File: config.mk
export PLATFORM = sky130hd
export DESIGN_NAME = mem_bus_cycles
export DESIGN_NICKNAME = d
export VERILOG_FILES = /design/src/hw/mem_bus_cycles.v
export VERILOG_INCLUDE_DIRS = /design/src /design/src/hw
export SDC_FILE = /design/constraint.sdc
export NUM_CORES = 1
export LEC_CHECK = 0
export ABC_CLOCK_PERIOD_IN_PS = 4800
export BUFFER_PORTS_ARGS = -buffer_cell sky130_fd_sc_hd__buf_2
export CAP_MARGIN = 10
export CORE_AREA = 4 4 144 146
export DETAILED_ROUTE_END_ITERATION = 16
export DIE_AREA = 0 0 148 150
export HOLD_SLACK_MARGIN = 0.05
export PLACE_DENSITY = 0.81
export REMOVE_ABC_BUFFERS = 1
export SLEW_MARGIN = 5
export SYNTH_ARGS = -nofsm -noshare
export SYNTH_HDL_FRONTEND = slang
export SYNTH_SLANG_ARGS = --single-unit
File: constraint.sdc
create_clock -name clk_sys -period 4.8 [get_ports clk_sys]
set_clock_uncertainty 0.1 [all_clocks]
set_input_delay 0.96 -clock clk_sys [delete_from_list [all_inputs] [get_ports clk_sys]]
set_output_delay 0.96 -clock clk_sys [all_outputs]
set_load 0.02 [all_outputs]
File: src/hw/mem_bus_regs.vh
`ifndef MEM_BUS_REGS_VH
`define MEM_BUS_REGS_VH

// Register byte addresses.
`define REG_CFG 8'h00
`define REG_STATUS 8'h04

// Configuration register fields.
`define CFG_RF_EN 0
`define CFG_RF_SEL_LO 1
`define CFG_RF_SEL_HI 2
`define CFG_LATE_WR 3
`define CFG_LEN_LO 4
`define CFG_RESET 32'h0000_0007

// Status register fields.
`define ST_ROW_HI 9
`define ST_GRANT 16
`define ST_BUSY 17
`define ST_RF_PEND 18

// Refresh interval in input clock periods, minus one, per selection.
`define RF_LIMIT_18 7'h11
`define RF_LIMIT_36 7'h23
`define RF_LIMIT_54 7'h35
`define RF_LIMIT_72 7'h47

// Grant appears this many half-cycle units after the rising edge, minus one.
`define GRANT_DELAY 2'h2

// Cycle sequencer states.
`define S_IDLE 4'h0
`define S_RPRE 4'h1
`define S_T1 4'h2
`define S_T2 4'h3
`define S_T3 4'h4
`define S_T4 4'h5
`define S_T5 4'h6
`define S_T6 4'h7
`define S_EXT 4'h8
`define S_GSTART 4'h9
`define S_GRANT 4'ha
`define S_GDROP 4'hb

`endif

File: src/hw/mem_bus_cycles.v
`timescale 1ns/1ns
`include "mem_bus_regs.vh"

// Summary of operation
// - Address through T2, then data or float.
// - Address valid strobe asserts at T2 start.
// - Only written byte lanes get write strobes.
// - Two lowest address bits never output.
// - Bit zero low in T1, T2 writes.
// - Bit one low in T1, T2 refresh.
// - Write strobes fall T3 or T4, rise T6.
// - Ten-bit row counter advances per refresh.
// - Refresh on/off, every 18 to 72 clocks.
// - Running cycle finishes before refresh starts.
// - Refresh strobe low before T1 to T6 end.
// - Refresh address word has fixed layout.
// - Strobes behave normally during refresh cycles.
// - Wait sampled in T4, stretches T4.
// - Waits continue while wait input high.
// - After waits, T5 starts on rising edge.
// - Request sampled end of T6 or idle.
// - Grant rises three units after rising edge.
// - Grant drops at falling edge after release.
// - Refresh has priority over DMA grant.
// - Each T state lasts one to four units before waits.
// - Odd cycle length gets extra unit.
module mem_bus_cycles (
    input wire clk_sys,
    input wire rstn,
    input wire [7:0] reg_addr,
    input wire [31:0] reg_wdata,
    input wire reg_wr,
    input wire reg_rd,
    output reg [31:0] reg_rdata,
    input wire req_valid,
    input wire req_write,
    input wire [31:2] req_addr,
    input wire [31:0] req_wdata,
    input wire [3:0] req_be,
    output reg req_ready,
    output reg resp_valid,
    output reg [31:0] resp_rdata,
    input wire [31:0] shared_addr_data_lines_in,
    output reg [31:0] shared_addr_data_lines_out,
    output reg [31:0] shared_addr_data_lines_oe_n,
    output reg address_valid_strobe_n,
    output reg config_strobe_one_n,
    output reg config_strobe_four_n,
    output reg [3:0] byte_write_strobes_n,
    output reg refresh_cycle_strobe_n,
    input wire wait_input,
    input wire bus_request_in,
    output reg bus_grant_out,
    output reg processor_clock_output
);

// ----------------------------------------------------------------
// Input synchronisers
// ----------------------------------------------------------------
reg [2:0] wait_sync;
reg [2:0] req_sync;
reg wait_s;
reg req_s;

always @(posedge clk_sys or negedge rstn) begin
    if (!rstn) begin
        wait_sync <= 3'h0;
        req_sync <= 3'h0;
        wait_s <= 1'b0;
        req_s <= 1'b0;
    end else begin
        wait_sync <= {wait_sync[1:0], wait_input};
        req_sync <= {req_sync[1:0], bus_request_in};
        if (wait_sync[1] == wait_sync[2]) begin
            wait_s <= wait_sync[2];
        end
        if (req_sync[1] == req_sync[2]) begin
            req_s <= req_sync[2];
        end
    end
end

// ----------------------------------------------------------------
// Register port
// ----------------------------------------------------------------
reg [31:0] cfg;
reg [9:0] row;
reg rf_pend;
reg [3:0] state;

always @(posedge clk_sys or negedge rstn) begin
    if (!rstn) begin
        cfg <= `CFG_RESET;
        reg_rdata <= 32'h0;
    end else begin
        if (reg_wr && reg_addr == `REG_CFG) begin
            cfg <= {16'h0, reg_wdata[15:0]};
        end
        reg_rdata <= 32'h0;
        if (reg_rd) begin
            case (reg_addr)
                `REG_CFG: begin
                    reg_rdata <= cfg;
                end
                `REG_STATUS: begin
                    reg_rdata <= {13'h0, rf_pend, (state != `S_IDLE), bus_grant_out, 6'h0, row};
                end
                default: begin
                    reg_rdata <= 32'h0;
                end
            endcase
        end
    end
end

// ----------------------------------------------------------------
// Refresh interval timer
// ----------------------------------------------------------------
reg [6:0] rf_timer;
reg [6:0] rf_limit;
wire rf_hit;
reg start_rf;

always @* begin
    case (cfg[`CFG_RF_SEL_HI:`CFG_RF_SEL_LO])
        2'h0: begin
            rf_limit = `RF_LIMIT_18;
        end
        2'h1: begin
            rf_limit = `RF_LIMIT_36;
        end
        2'h2: begin
            rf_limit = `RF_LIMIT_54;
        end
        default: begin
            rf_limit = `RF_LIMIT_72;
        end
    endcase
end

assign rf_hit = cfg[`CFG_RF_EN] && (rf_timer >= rf_limit);

always @(posedge clk_sys or negedge rstn) begin
    if (!rstn) begin
        rf_timer <= 7'h0;
        rf_pend <= 1'b0;
    end else begin
        if (!cfg[`CFG_RF_EN]) begin
            rf_timer <= 7'h0;
        end else if (rf_hit) begin
            rf_timer <= 7'h0;
        end else begin
            rf_timer <= rf_timer + 7'h1;
        end
        // A new interval elapsing wins over the clear by a starting refresh.
        if (rf_hit) begin
            rf_pend <= 1'b1;
        end else if (start_rf) begin
            rf_pend <= 1'b0;
        end
    end
end

// ----------------------------------------------------------------
// Cycle sequencer
// ----------------------------------------------------------------
reg [1:0] cnt;
reg waited;
reg cyc_write;
reg cyc_refresh;
reg [31:2] cyc_addr;
reg [31:0] cyc_wdata;
reg [3:0] cyc_be;
reg [3:0] next_state;
reg [1:0] next_cnt;
reg next_waited;
reg take_req;
reg end_cyc;
reg [1:0] cur_len;
wire ph;
wire done;

assign ph = processor_clock_output;
assign done = (cnt == cur_len);

// Each T state lasts the configured count plus one half-cycle unit.
always @* begin
    case (state)
        `S_T1: cur_len = cfg[`CFG_LEN_LO+1:`CFG_LEN_LO];
        `S_T2: cur_len = cfg[`CFG_LEN_LO+3:`CFG_LEN_LO+2];
        `S_T3: cur_len = cfg[`CFG_LEN_LO+5:`CFG_LEN_LO+4];
        `S_T4: cur_len = cfg[`CFG_LEN_LO+7:`CFG_LEN_LO+6];
        `S_T5: cur_len = cfg[`CFG_LEN_LO+9:`CFG_LEN_LO+8];
        `S_T6: cur_len = cfg[`CFG_LEN_LO+11:`CFG_LEN_LO+10];
        `S_GSTART: cur_len = `GRANT_DELAY;
        default: cur_len = 2'h0;
    endcase
end

always @* begin
    next_state = state;
    next_cnt = 2'h0;
    next_waited = waited;
    take_req = 1'b0;
    start_rf = 1'b0;
    end_cyc = 1'b0;
    case (state)
        `S_IDLE: begin
            if (rf_pend && ph) begin
                // The next unit is low, so T1 lands on a rising edge.
                next_state = `S_RPRE;
                start_rf = 1'b1;
            end else if (!ph && !rf_pend && req_s) begin
                next_state = `S_GSTART;
            end else if (!ph && !rf_pend && req_valid) begin
                next_state = `S_T1;
                take_req = 1'b1;
            end
        end
        `S_RPRE: begin
            next_state = `S_T1;
        end
        `S_T1, `S_T2, `S_T3, `S_T5: begin
            if (done) begin
                next_state = state + 4'h1;
            end else begin
                next_cnt = cnt + 2'h1;
            end
        end
        `S_T4: begin
            if (!done) begin
                next_cnt = cnt + 2'h1;
            end else if (wait_s) begin
                next_cnt = cnt;
                next_waited = 1'b1;
            end else if (waited && ph) begin
                next_cnt = cnt;
            end else begin
                next_state = `S_T5;
                next_waited = 1'b0;
            end
        end
        `S_T6: begin
            if (!done) begin
                next_cnt = cnt + 2'h1;
            end else if (ph) begin
                next_state = `S_EXT;
            end else begin
                end_cyc = 1'b1;
            end
        end
        `S_EXT: begin
            end_cyc = 1'b1;
        end
        `S_GSTART: begin
            if (done) begin
                next_state = `S_GRANT;
            end else begin
                next_cnt = cnt + 2'h1;
            end
        end
        `S_GRANT: begin
            if (!ph && !req_s) begin
                next_state = `S_GDROP;
            end
        end
        `S_GDROP: begin
            next_state = `S_IDLE;
        end
        default: begin
            next_state = `S_IDLE;
        end
    endcase
    if (end_cyc) begin
        // The request is only looked at in the final low unit of a cycle.
        if (!rf_pend && req_s) begin
            next_state = `S_GSTART;
        end else begin
            next_state = `S_IDLE;
        end
    end
end

always @(posedge clk_sys or negedge rstn) begin
    if (!rstn) begin
        state <= `S_IDLE;
        cnt <= 2'h0;
        waited <= 1'b0;
        processor_clock_output <= 1'b0;
        cyc_write <= 1'b0;
        cyc_refresh <= 1'b0;
        cyc_addr <= 30'h0;
        cyc_wdata <= 32'h0;
        cyc_be <= 4'h0;
        row <= 10'h0;
        req_ready <= 1'b0;
        resp_valid <= 1'b0;
        resp_rdata <= 32'h0;
    end else begin
        state <= next_state;
        cnt <= next_cnt;
        waited <= next_waited;
        processor_clock_output <= ~ph;
        req_ready <= take_req;
        resp_valid <= end_cyc && !cyc_refresh;
        if (take_req) begin
            cyc_write <= req_write;
            cyc_refresh <= 1'b0;
            cyc_addr <= req_addr;
            cyc_wdata <= req_wdata;
            cyc_be <= req_write ? req_be : 4'h0;
        end else if (start_rf) begin
            cyc_write <= 1'b0;
            cyc_refresh <= 1'b1;
            cyc_be <= 4'h0;
        end
        if (state == `S_T5 && done && !cyc_write) begin
            resp_rdata <= shared_addr_data_lines_in;
        end
        if (end_cyc && cyc_refresh) begin
            row <= row + 10'h1;
        end
    end
end

// ----------------------------------------------------------------
// Pin outputs, decoded from the next state
// ----------------------------------------------------------------
wire next_addr_phase;
wire next_data_phase;
wire next_in_cycle;
wire [31:0] addr_word;

assign next_addr_phase = (next_state == `S_T1) || (next_state == `S_T2);
assign next_data_phase = (next_state >= `S_T3) && (next_state <= `S_T6);
assign next_in_cycle = (next_state >= `S_T1) && (next_state <= `S_T6);

// A newly taken request shows its own address in T1, before the cycle registers load.
assign addr_word = take_req ? {req_addr, 1'b1, ~req_write} : cyc_refresh ? {1'b0, {19{1'b1}}, row, 2'b01}
                 : {cyc_addr, 1'b1, ~cyc_write};

always @(posedge clk_sys or negedge rstn) begin
    if (!rstn) begin
        address_valid_strobe_n <= 1'b1;
        config_strobe_one_n <= 1'b1;
        config_strobe_four_n <= 1'b1;
        refresh_cycle_strobe_n <= 1'b1;
        bus_grant_out <= 1'b0;
    end else begin
        address_valid_strobe_n <= !((next_state >= `S_T2) && (next_state <= `S_T5));
        config_strobe_one_n <= !(next_state == `S_T2);
        config_strobe_four_n <= !((next_state >= `S_T3) && (next_state <= `S_T5));
        refresh_cycle_strobe_n <= !(cyc_refresh_next(next_state, start_rf, cyc_refresh && !take_req));
        bus_grant_out <= (next_state == `S_GRANT) || (next_state == `S_GDROP);
    end
end

function cyc_refresh_next;
    input [3:0] st;
    input starting;
    input refreshing;
    begin
        cyc_refresh_next = starting || (refreshing && (st >= `S_RPRE) && (st <= `S_T6));
    end
endfunction

genvar lane;
generate
    for (lane = 0; lane < 4; lane = lane + 1) begin : g_lane
        wire wr_lane;
        wire strobe_on;
        assign wr_lane = cyc_write && cyc_be[lane];
        assign strobe_on = cfg[`CFG_LATE_WR] ? ((next_state == `S_T4) || (next_state == `S_T5))
                                             : ((next_state >= `S_T3) && (next_state <= `S_T5));
        always @(posedge clk_sys or negedge rstn) begin
            if (!rstn) begin
                byte_write_strobes_n[lane] <= 1'b1;
                shared_addr_data_lines_out[8*lane+7:8*lane] <= 8'h00;
                shared_addr_data_lines_oe_n[8*lane+7:8*lane] <= 8'hff;
            end else begin
                byte_write_strobes_n[lane] <= !(wr_lane && strobe_on);
                if (next_addr_phase) begin
                    shared_addr_data_lines_out[8*lane+7:8*lane] <= addr_word[8*lane+7:8*lane];
                    shared_addr_data_lines_oe_n[8*lane+7:8*lane] <= 8'h00;
                end else if (next_data_phase && wr_lane) begin
                    shared_addr_data_lines_out[8*lane+7:8*lane] <= cyc_wdata[8*lane+7:8*lane];
                    shared_addr_data_lines_oe_n[8*lane+7:8*lane] <= 8'h00;
                end else begin
                    shared_addr_data_lines_oe_n[8*lane+7:8*lane] <= 8'hff;
                end
            end
        end
    end
endgenerate

endmodule // mem_bus_cycles

# Yosys cells after proc, flatten, opt, wreduce, memory -nomap -nowiden
# Cells that the tools add are included.
[classes] n_eq_ne=25 bitwise_logic=3 reduce_logical=63 magnitude_cmp=6 mux=63 n_addsub=4
[op_table] op="$mux W8" count=16
[op_table] op="$mux W32" count=3
[op_table] op="$mux W4" count=16
[op_table] op="$pmux W19 S2" count=1
[op_table] op="$pmux W4 S8" count=1
[op_table] op="$logic_and A1 B1 Y1" count=31
[op_table] op="$eq A4 B3 Y1 const B" count=6
[op_table] op="$pmux W7 S3" count=1
[op_table] op="$eq A4 B4 Y1 const B" count=5
[op_table] op="$eq A4 B2 Y1 const B" count=4
[op_table] op="$mux W1" count=16
[op_table] op="$logic_not A1 Y1" count=14
[op_table] op="$mux W7" count=2
[op_table] op="$pmux W2 S7" count=1
[op_table] op="$reduce_bool A2 Y1" count=6
[op_table] op="$add A10 B1 Y10 const B" count=1
[op_table] op="$eq A8 B3 Y1 const B" count=1
[op_table] op="$le A4 B3 Y1 const B" count=2
[op_table] op="$logic_not A8 Y1" count=1
[op_table] op="$mux W2" count=4
[op_table] op="$add A7 B1 Y7 const B" count=1
[op_table] op="$ge A7 B7 Y1" count=1
[op_table] op="$ne A3 B3 Y1 const B" count=2
[op_table] op="$reduce_or A6 Y1" count=1
[op_table] op="21 further kinds" count=27
[totals] input_bits=146 word_cells=202 regBits=257 output_inout_bits=140

# Depth between registers and ports, before layout
[depth] ltp_word=13 ltp_mapped=16 mapped_depth_nobuf=14

# Least setup slack after synthesis
# No wires, ideal clock.
[synth_path] path_type="flip-flop to flip-flop" start="register state[0]" end="register shared_addr_data_lines_out[0]" path_stages_with_launch=16 path_buffers=3 synth_period_minus_slack_ps=3680 setup_time_ps=82 required_time_ps=4618 setup_slack_ps=1120 arrival_ps=3499 cell_sequence="dfrtp_1 > inv_1 > ha_1 > and2_1 > a32o_1 > or3_4 > a211oi_4 > or3_1 > buf_4 > inv_2 > or3_1 > and3_1 > buf_6 > clkbuf_1 > or3b_1 > a31oi_1"
[synth_between] elab_chain_cells=10 word_cells_on_any_way=41 classes_between="add/sub (1); order compare (2); eq/ne (13); mux (19); reduce/logical (6)"
[synth_lines] element="start: declaration" line_no="mem_bus_cycles.v:89" source="reg [3:0] state;"
[synth_lines] element="start signal: assignment" line_no="mem_bus_cycles.v:286" source="state <= `S_IDLE;"
[synth_lines] element="start signal: assignment" line_no="mem_bus_cycles.v:300" source="state <= next_state;"
[synth_lines] element="$eq A4 B4 Y1, or another cell as far along" line_no="mem_bus_cycles.v:188, mem_bus_cycles.v:207"
[synth_lines] element="$pmux W2 S7" line_no="mem_bus_cycles.v:188" source="case (state)"
[synth_lines] element="$eq A2 B2 Y1" line_no="mem_bus_cycles.v:184" source="assign done = (cnt == cur_len);"
[synth_lines] element="$mux W4, or another cell as far along" line_no="mem_bus_cycles.v:256" source="if (done) begin"
[synth_lines] element="$pmux W4 S8 or $pmux W1 S2 (tied branches)" line_no="mem_bus_cycles.v:207" source="case (state)"
[synth_lines] element="$mux W4" line_no="mem_bus_cycles.v:274" source="if (end_cyc) begin"
[synth_lines] element="$ge A4 B3 Y1 (no source line) or $le A4 B3 Y1 (tied branches)"
[synth_lines] element="$logic_and A1 B1 Y1" line_no="mem_bus_cycles.v:335" source="assign next_data_phase = (next_state >= `S_T3) && (next_state <= `S_T6);"
[synth_lines] element="$logic_and A1 B1 Y1" line_no="mem_bus_cycles.v:385" source="end else if (next_data_phase && wr_lane) begin"
[synth_lines] element="$reduce_bool A2 Y1 (no source line)"
[synth_lines] element="end signal: indexed assignment" line_no="mem_bus_cycles.v:383" source="shared_addr_data_lines_out[8*lane+7:8*lane] <= addr_word[8*lane+7:8*lane];"
[synth_lines] element="end signal: indexed assignment" line_no="mem_bus_cycles.v:386" source="shared_addr_data_lines_out[8*lane+7:8*lane] <= cyc_wdata[8*lane+7:8*lane];"
[synth_lines] element="end: declaration" line_no="mem_bus_cycles.v:44" source="output reg [31:0] shared_addr_data_lines_out,"
# Several ways; a longest one is shown, not always the timed one.
# A chain may end at the register's enable or synchronous reset.

# Final worst setup path
[layout_path] start="register state[0]" end="register shared_addr_data_lines_out[7]"
# Same word-level chain as after synthesis.

==> summary.md <==
| Metric | Value |
|---|---|
| Status | `finished clean` |
| CTS tree | `built` |
| Number of warnings printed during yosys synthesis | `0` |
| Top post-synthesis cells by count | `sky130_fd_sc_hd__nand2_1, sky130_fd_sc_hd__dfrtp_1, sky130_fd_sc_hd__o21ai_0` |
| Area taken by multi-input logic gates | `4140 um^2` |
| Placeable core area | `19400 um^2` |
| Pin count of the biggest net entering global routing | `143` |
| Sequential cell area | `5420 um^2` |
| CTS clk-pin slew, worst paths | `0.06 ns` |
| Post-synth design cell area | `10100 um^2` |
| Area growth from synthesis to final layout | `20.1%` |
| Largest delay share family, worst path | `simple AND/OR/NAND/NOR gates` |
| Maximum cell stage delay along the critical path | `0.50 ns` |
| Post-Route Setup TNS | `0 ns` |
| Antenna diode instance count | `0` |
| CTS sink cnt | `216` |
| Final Hold Viols | `0` |
| Placed cell count | `1445` |
| Most common cell in the synthesized netlist | `sky130_fd_sc_hd__nand2_1` |
| Required arrival time at the worst endpoint | `5.14 ns` |
| Worst rel slew slack | `0.289` |
| Count of hold buffers inserted by post-cts repair | `0` |
| Routed wire length | `25200 um` |
| Die boundary width | `148 um` |
| Cell breakdown of the critical path | `inv_1, ha_1, nand2_1, a311oi_1, o21ai_1, nor4_2, or3_1, inv_2, or3_1, and3_2, buf_4, or3b_1, a31oi_1` |
| Number of buffers created by CTS | `24` |
| Number of vias in the routed layout | `7984` |
| Hold depth | `0` |
| Count of boundary I/O pins | `286` |
| Sum of overflow across all layers after global routing | `0` |
| Max H-tree Level | `1` |
| Final Critical Period | `4.29 ns` |
| Number of max-cap violations | `0` |
| Biggest area contributors in the synthesized netlist | `sky130_fd_sc_hd__dfrtp_1, sky130_fd_sc_hd__nand2_1, sky130_fd_sc_hd__mux2_2` |
| Instance count of the mapped netlist | `997` |
| Fmax | `0.233 GHz` |
| Final Non-Filler Cells | `1488` |
| Initial DRT Pass Iterations | `5` |
| Critical path peak fanout | `25` |
| Distinct cells, synth | `65` |
| Cell seen most often among critical-path stages | `sky130_fd_sc_hd__or3_1` |
| Clock insertion delay at the later pin of the skew report | `0.52 ns` |
| Flip-flop cell with the highest count after synthesis | `sky130_fd_sc_hd__dfrtp_1` |
| Number of filler instances in the final layout | `1628` |
| Setup repair after global routing missed its margin | `false` |
| Fin util | `0.628` |
| Num rows | `51` |
| Slew @ Worst Pin | `1.07 ns` |
| Total DRC errors in the routed layout | `0` |
| Number of antenna violations at the first check in global routing | `1` |
| Post-synth top area share | `0.496` |
| Final weighted congestion in routability-driven placement | `0.876` |
| Number of post-CTS setup repair buffers | `0` |
| Count of cells resized by post-cts repair | `0` |
| Final routed wire length divided by cell count | `16.9 um` |
| Largest area contributor in the synthesized netlist | `sky130_fd_sc_hd__dfrtp_1` |
| Drt first-iter violations | `551` |
| Count of antenna-violating nets left after detailed routing | `0` |
| Post-route worst hold slack | `0.254 ns` |
| Floorplan die height | `150 um` |
| Number of global-route vias before repair | `7935` |
| Synthesis-stage register bit count | `216` |
| Total of endpoints with negative setup slack in the final report | `0` |
| Setup WS pre-CTS | `0.578 ns` |
| Port bufs | `256` |
| Critical Path End Type | `flip-flop` |
| Leak Pwr | `5.82 nW` |
| Post-route cell area | `12200 um^2` |
| Mapped Avg Cell Area | `10.2 um^2` |
| R2R depth | `13` |
| Slack of the critical path | `0.508 ns` |
| Clk root buf | `sky130_fd_sc_hd__clkbuf_16` |
| Arrival time at the worst endpoint | `4.63 ns` |
| Global routing usage summed across all routing layers | `0.219` |
| Routed via count divided by cell count | `5.37` |
| Overall power after layout | `7.71 mW` |
| Nets@finish | `1369` |
| Layout cells sized above 1 | `0.321` |
| Standard cell area after detailed placement | `11400 um^2` |
| Kind of critical path | `flip-flop to flip-flop` |
| Power Density | `632 nW/um^2` |
| Critical path depth | `13` |
| Kind of start point of the critical path | `flip-flop` |
| Path type of the worst min-delay path | `flip-flop to flip-flop` |
| Half-perimeter wire length after placement | `17200 um` |
| Highest-delay cell along the critical path | `sky130_fd_sc_hd__dfrtp_1` |
| Share of synthesized area occupied by flip-flops and latches | `0.534` |
| Post-synthesis async set-or-reset flop share | `1.00` |
| Final-report max-slew violation count | `0` |
| Number of enable-type register cells in the synthesized netlist | `0` |
| Max rail drop VDD | `0.518 mV` |
| Effective utilization at floorplan | `0.523` |
| Wire length of the first global-routing pass | `40000 um` |
| Share of the clock period used by the worst path | `0.894` |
| Total buffers and inverters traversed by the critical path | `3` |
| Deepest clock path buffer count | `3` |
| Die area | `22200 um^2` |
layer usage:
metal | routed length, um | GRT usage
met2 | 12300 | 0.365
met3 | 1860 | 0.0451
met4 | 416 | 0.0457
met1 | 10600 | 0.300
met5 | 13 | 0
worst paths after layout:
check | from | to | slack [ns]
setup reg to reg | state[0]$_DFF_PN0_ | shared_addr_data_lines_out[7]$_DFFE_PN0N_ | 0.51
min in group asynchronous | rstn | reg_rdata[4]$_DFF_PN0_ | 0.48
hold reg to reg | wait_sync[0]$_DFF_PN0_ | wait_sync[1]$_DFF_PN0_ | 0.25
hold / removal | wait_sync[0]$_DFF_PN0_ | wait_sync[1]$_DFF_PN0_ | 0.25
max in group asynchronous | rstn | cyc_wdata[3]$_DFFE_PN0P_ | 3.17
setup / recovery | state[0]$_DFF_PN0_ | shared_addr_data_lines_out[7]$_DFFE_PN0N_ | 0.51
sequential cells by signal, indices dropped and copies added, names as in the netlist, 2 cells and up:
signal                       flops
cyc_be                           4
cyc_addr                        30
wait_sync                        3
row                             10
shared_addr_data_lines_oe_n      4
byte_write_strobes_n             4
cfg                             16
cnt                              2
state                            4
reg_rdata                       19
shared_addr_data_lines_out      32
resp_rdata                      32
req_sync                         3
cyc_wdata                       32
rf_timer                         7
power breakdown:
| group | switching [mW] | total [mW] | internal (mW) | leakage, nW |
|---|---|---|---|---|
| clock network | 0.732 | 1.80 | 1.07 | 0.387 |
| logic | 1.91 | 3.06 | 1.14 | 2.76 |
| registers | 0.391 | 2.85 | 2.46 | 2.67 |
final cells by class:
cell class / count / share of cell area
clock buffers: 33 / 0.0571
clock inverters: 10 / 0.00667
inverters: 17 / 0.00524
multi-input cells: 673 / 0.340
flip-flops and latches: 216 / 0.445
well taps: 265 / 0.0272
repair buffers: 274 / 0.119
layout by cell type, fill, tap and decap left out, types with 5 or more instances in the layout:
cell type and instances:
sky130_fd_sc_hd__nor3_1 16, sky130_fd_sc_hd__o21ai_0 63, sky130_fd_sc_hd__mux2_2 50, sky130_fd_sc_hd__conb_1 13, sky130_fd_sc_hd__a32o_1 5, sky130_fd_sc_hd__xnor2_1 11
sky130_fd_sc_hd__inv_1 15, sky130_fd_sc_hd__clkinv_2 7, sky130_fd_sc_hd__nor4b_1 19, sky130_fd_sc_hd__a31oi_1 33, sky130_fd_sc_hd__buf_2 255, sky130_fd_sc_hd__or3b_1 32
sky130_fd_sc_hd__nor2_1 48, sky130_fd_sc_hd__nand2b_1 5, sky130_fd_sc_hd__and2_1 11, sky130_fd_sc_hd__clkbuf_16 25, sky130_fd_sc_hd__a21oi_1 16, sky130_fd_sc_hd__dfrtp_1 201
sky130_fd_sc_hd__mux2i_1 22, sky130_fd_sc_hd__dfstp_2 15, sky130_fd_sc_hd__nand2_1 212, sky130_fd_sc_hd__ha_1 17, sky130_fd_sc_hd__nand3_1 16, sky130_fd_sc_hd__nor2b_1 5
sky130_fd_sc_hd__nand4_1 7, sky130_fd_sc_hd__and3_1 6, sky130_fd_sc_hd__buf_4 16
logic make-up (layout without fill, tap and decap cells):
kind of cell,Yosys count,count (layout),synth area share
fa+ha+maj,19,19,0.0229
compound gates,151,151,0.0932
other cells,1,13,0.000369
flops,216,216,0.534
simple gates,403,403,0.196
mux,72,72,0.0772
buf+inv,120,334,0.0626
xor+xnor,15,15,0.0129
Note: power is estimated with default switching activity, not from simulation.
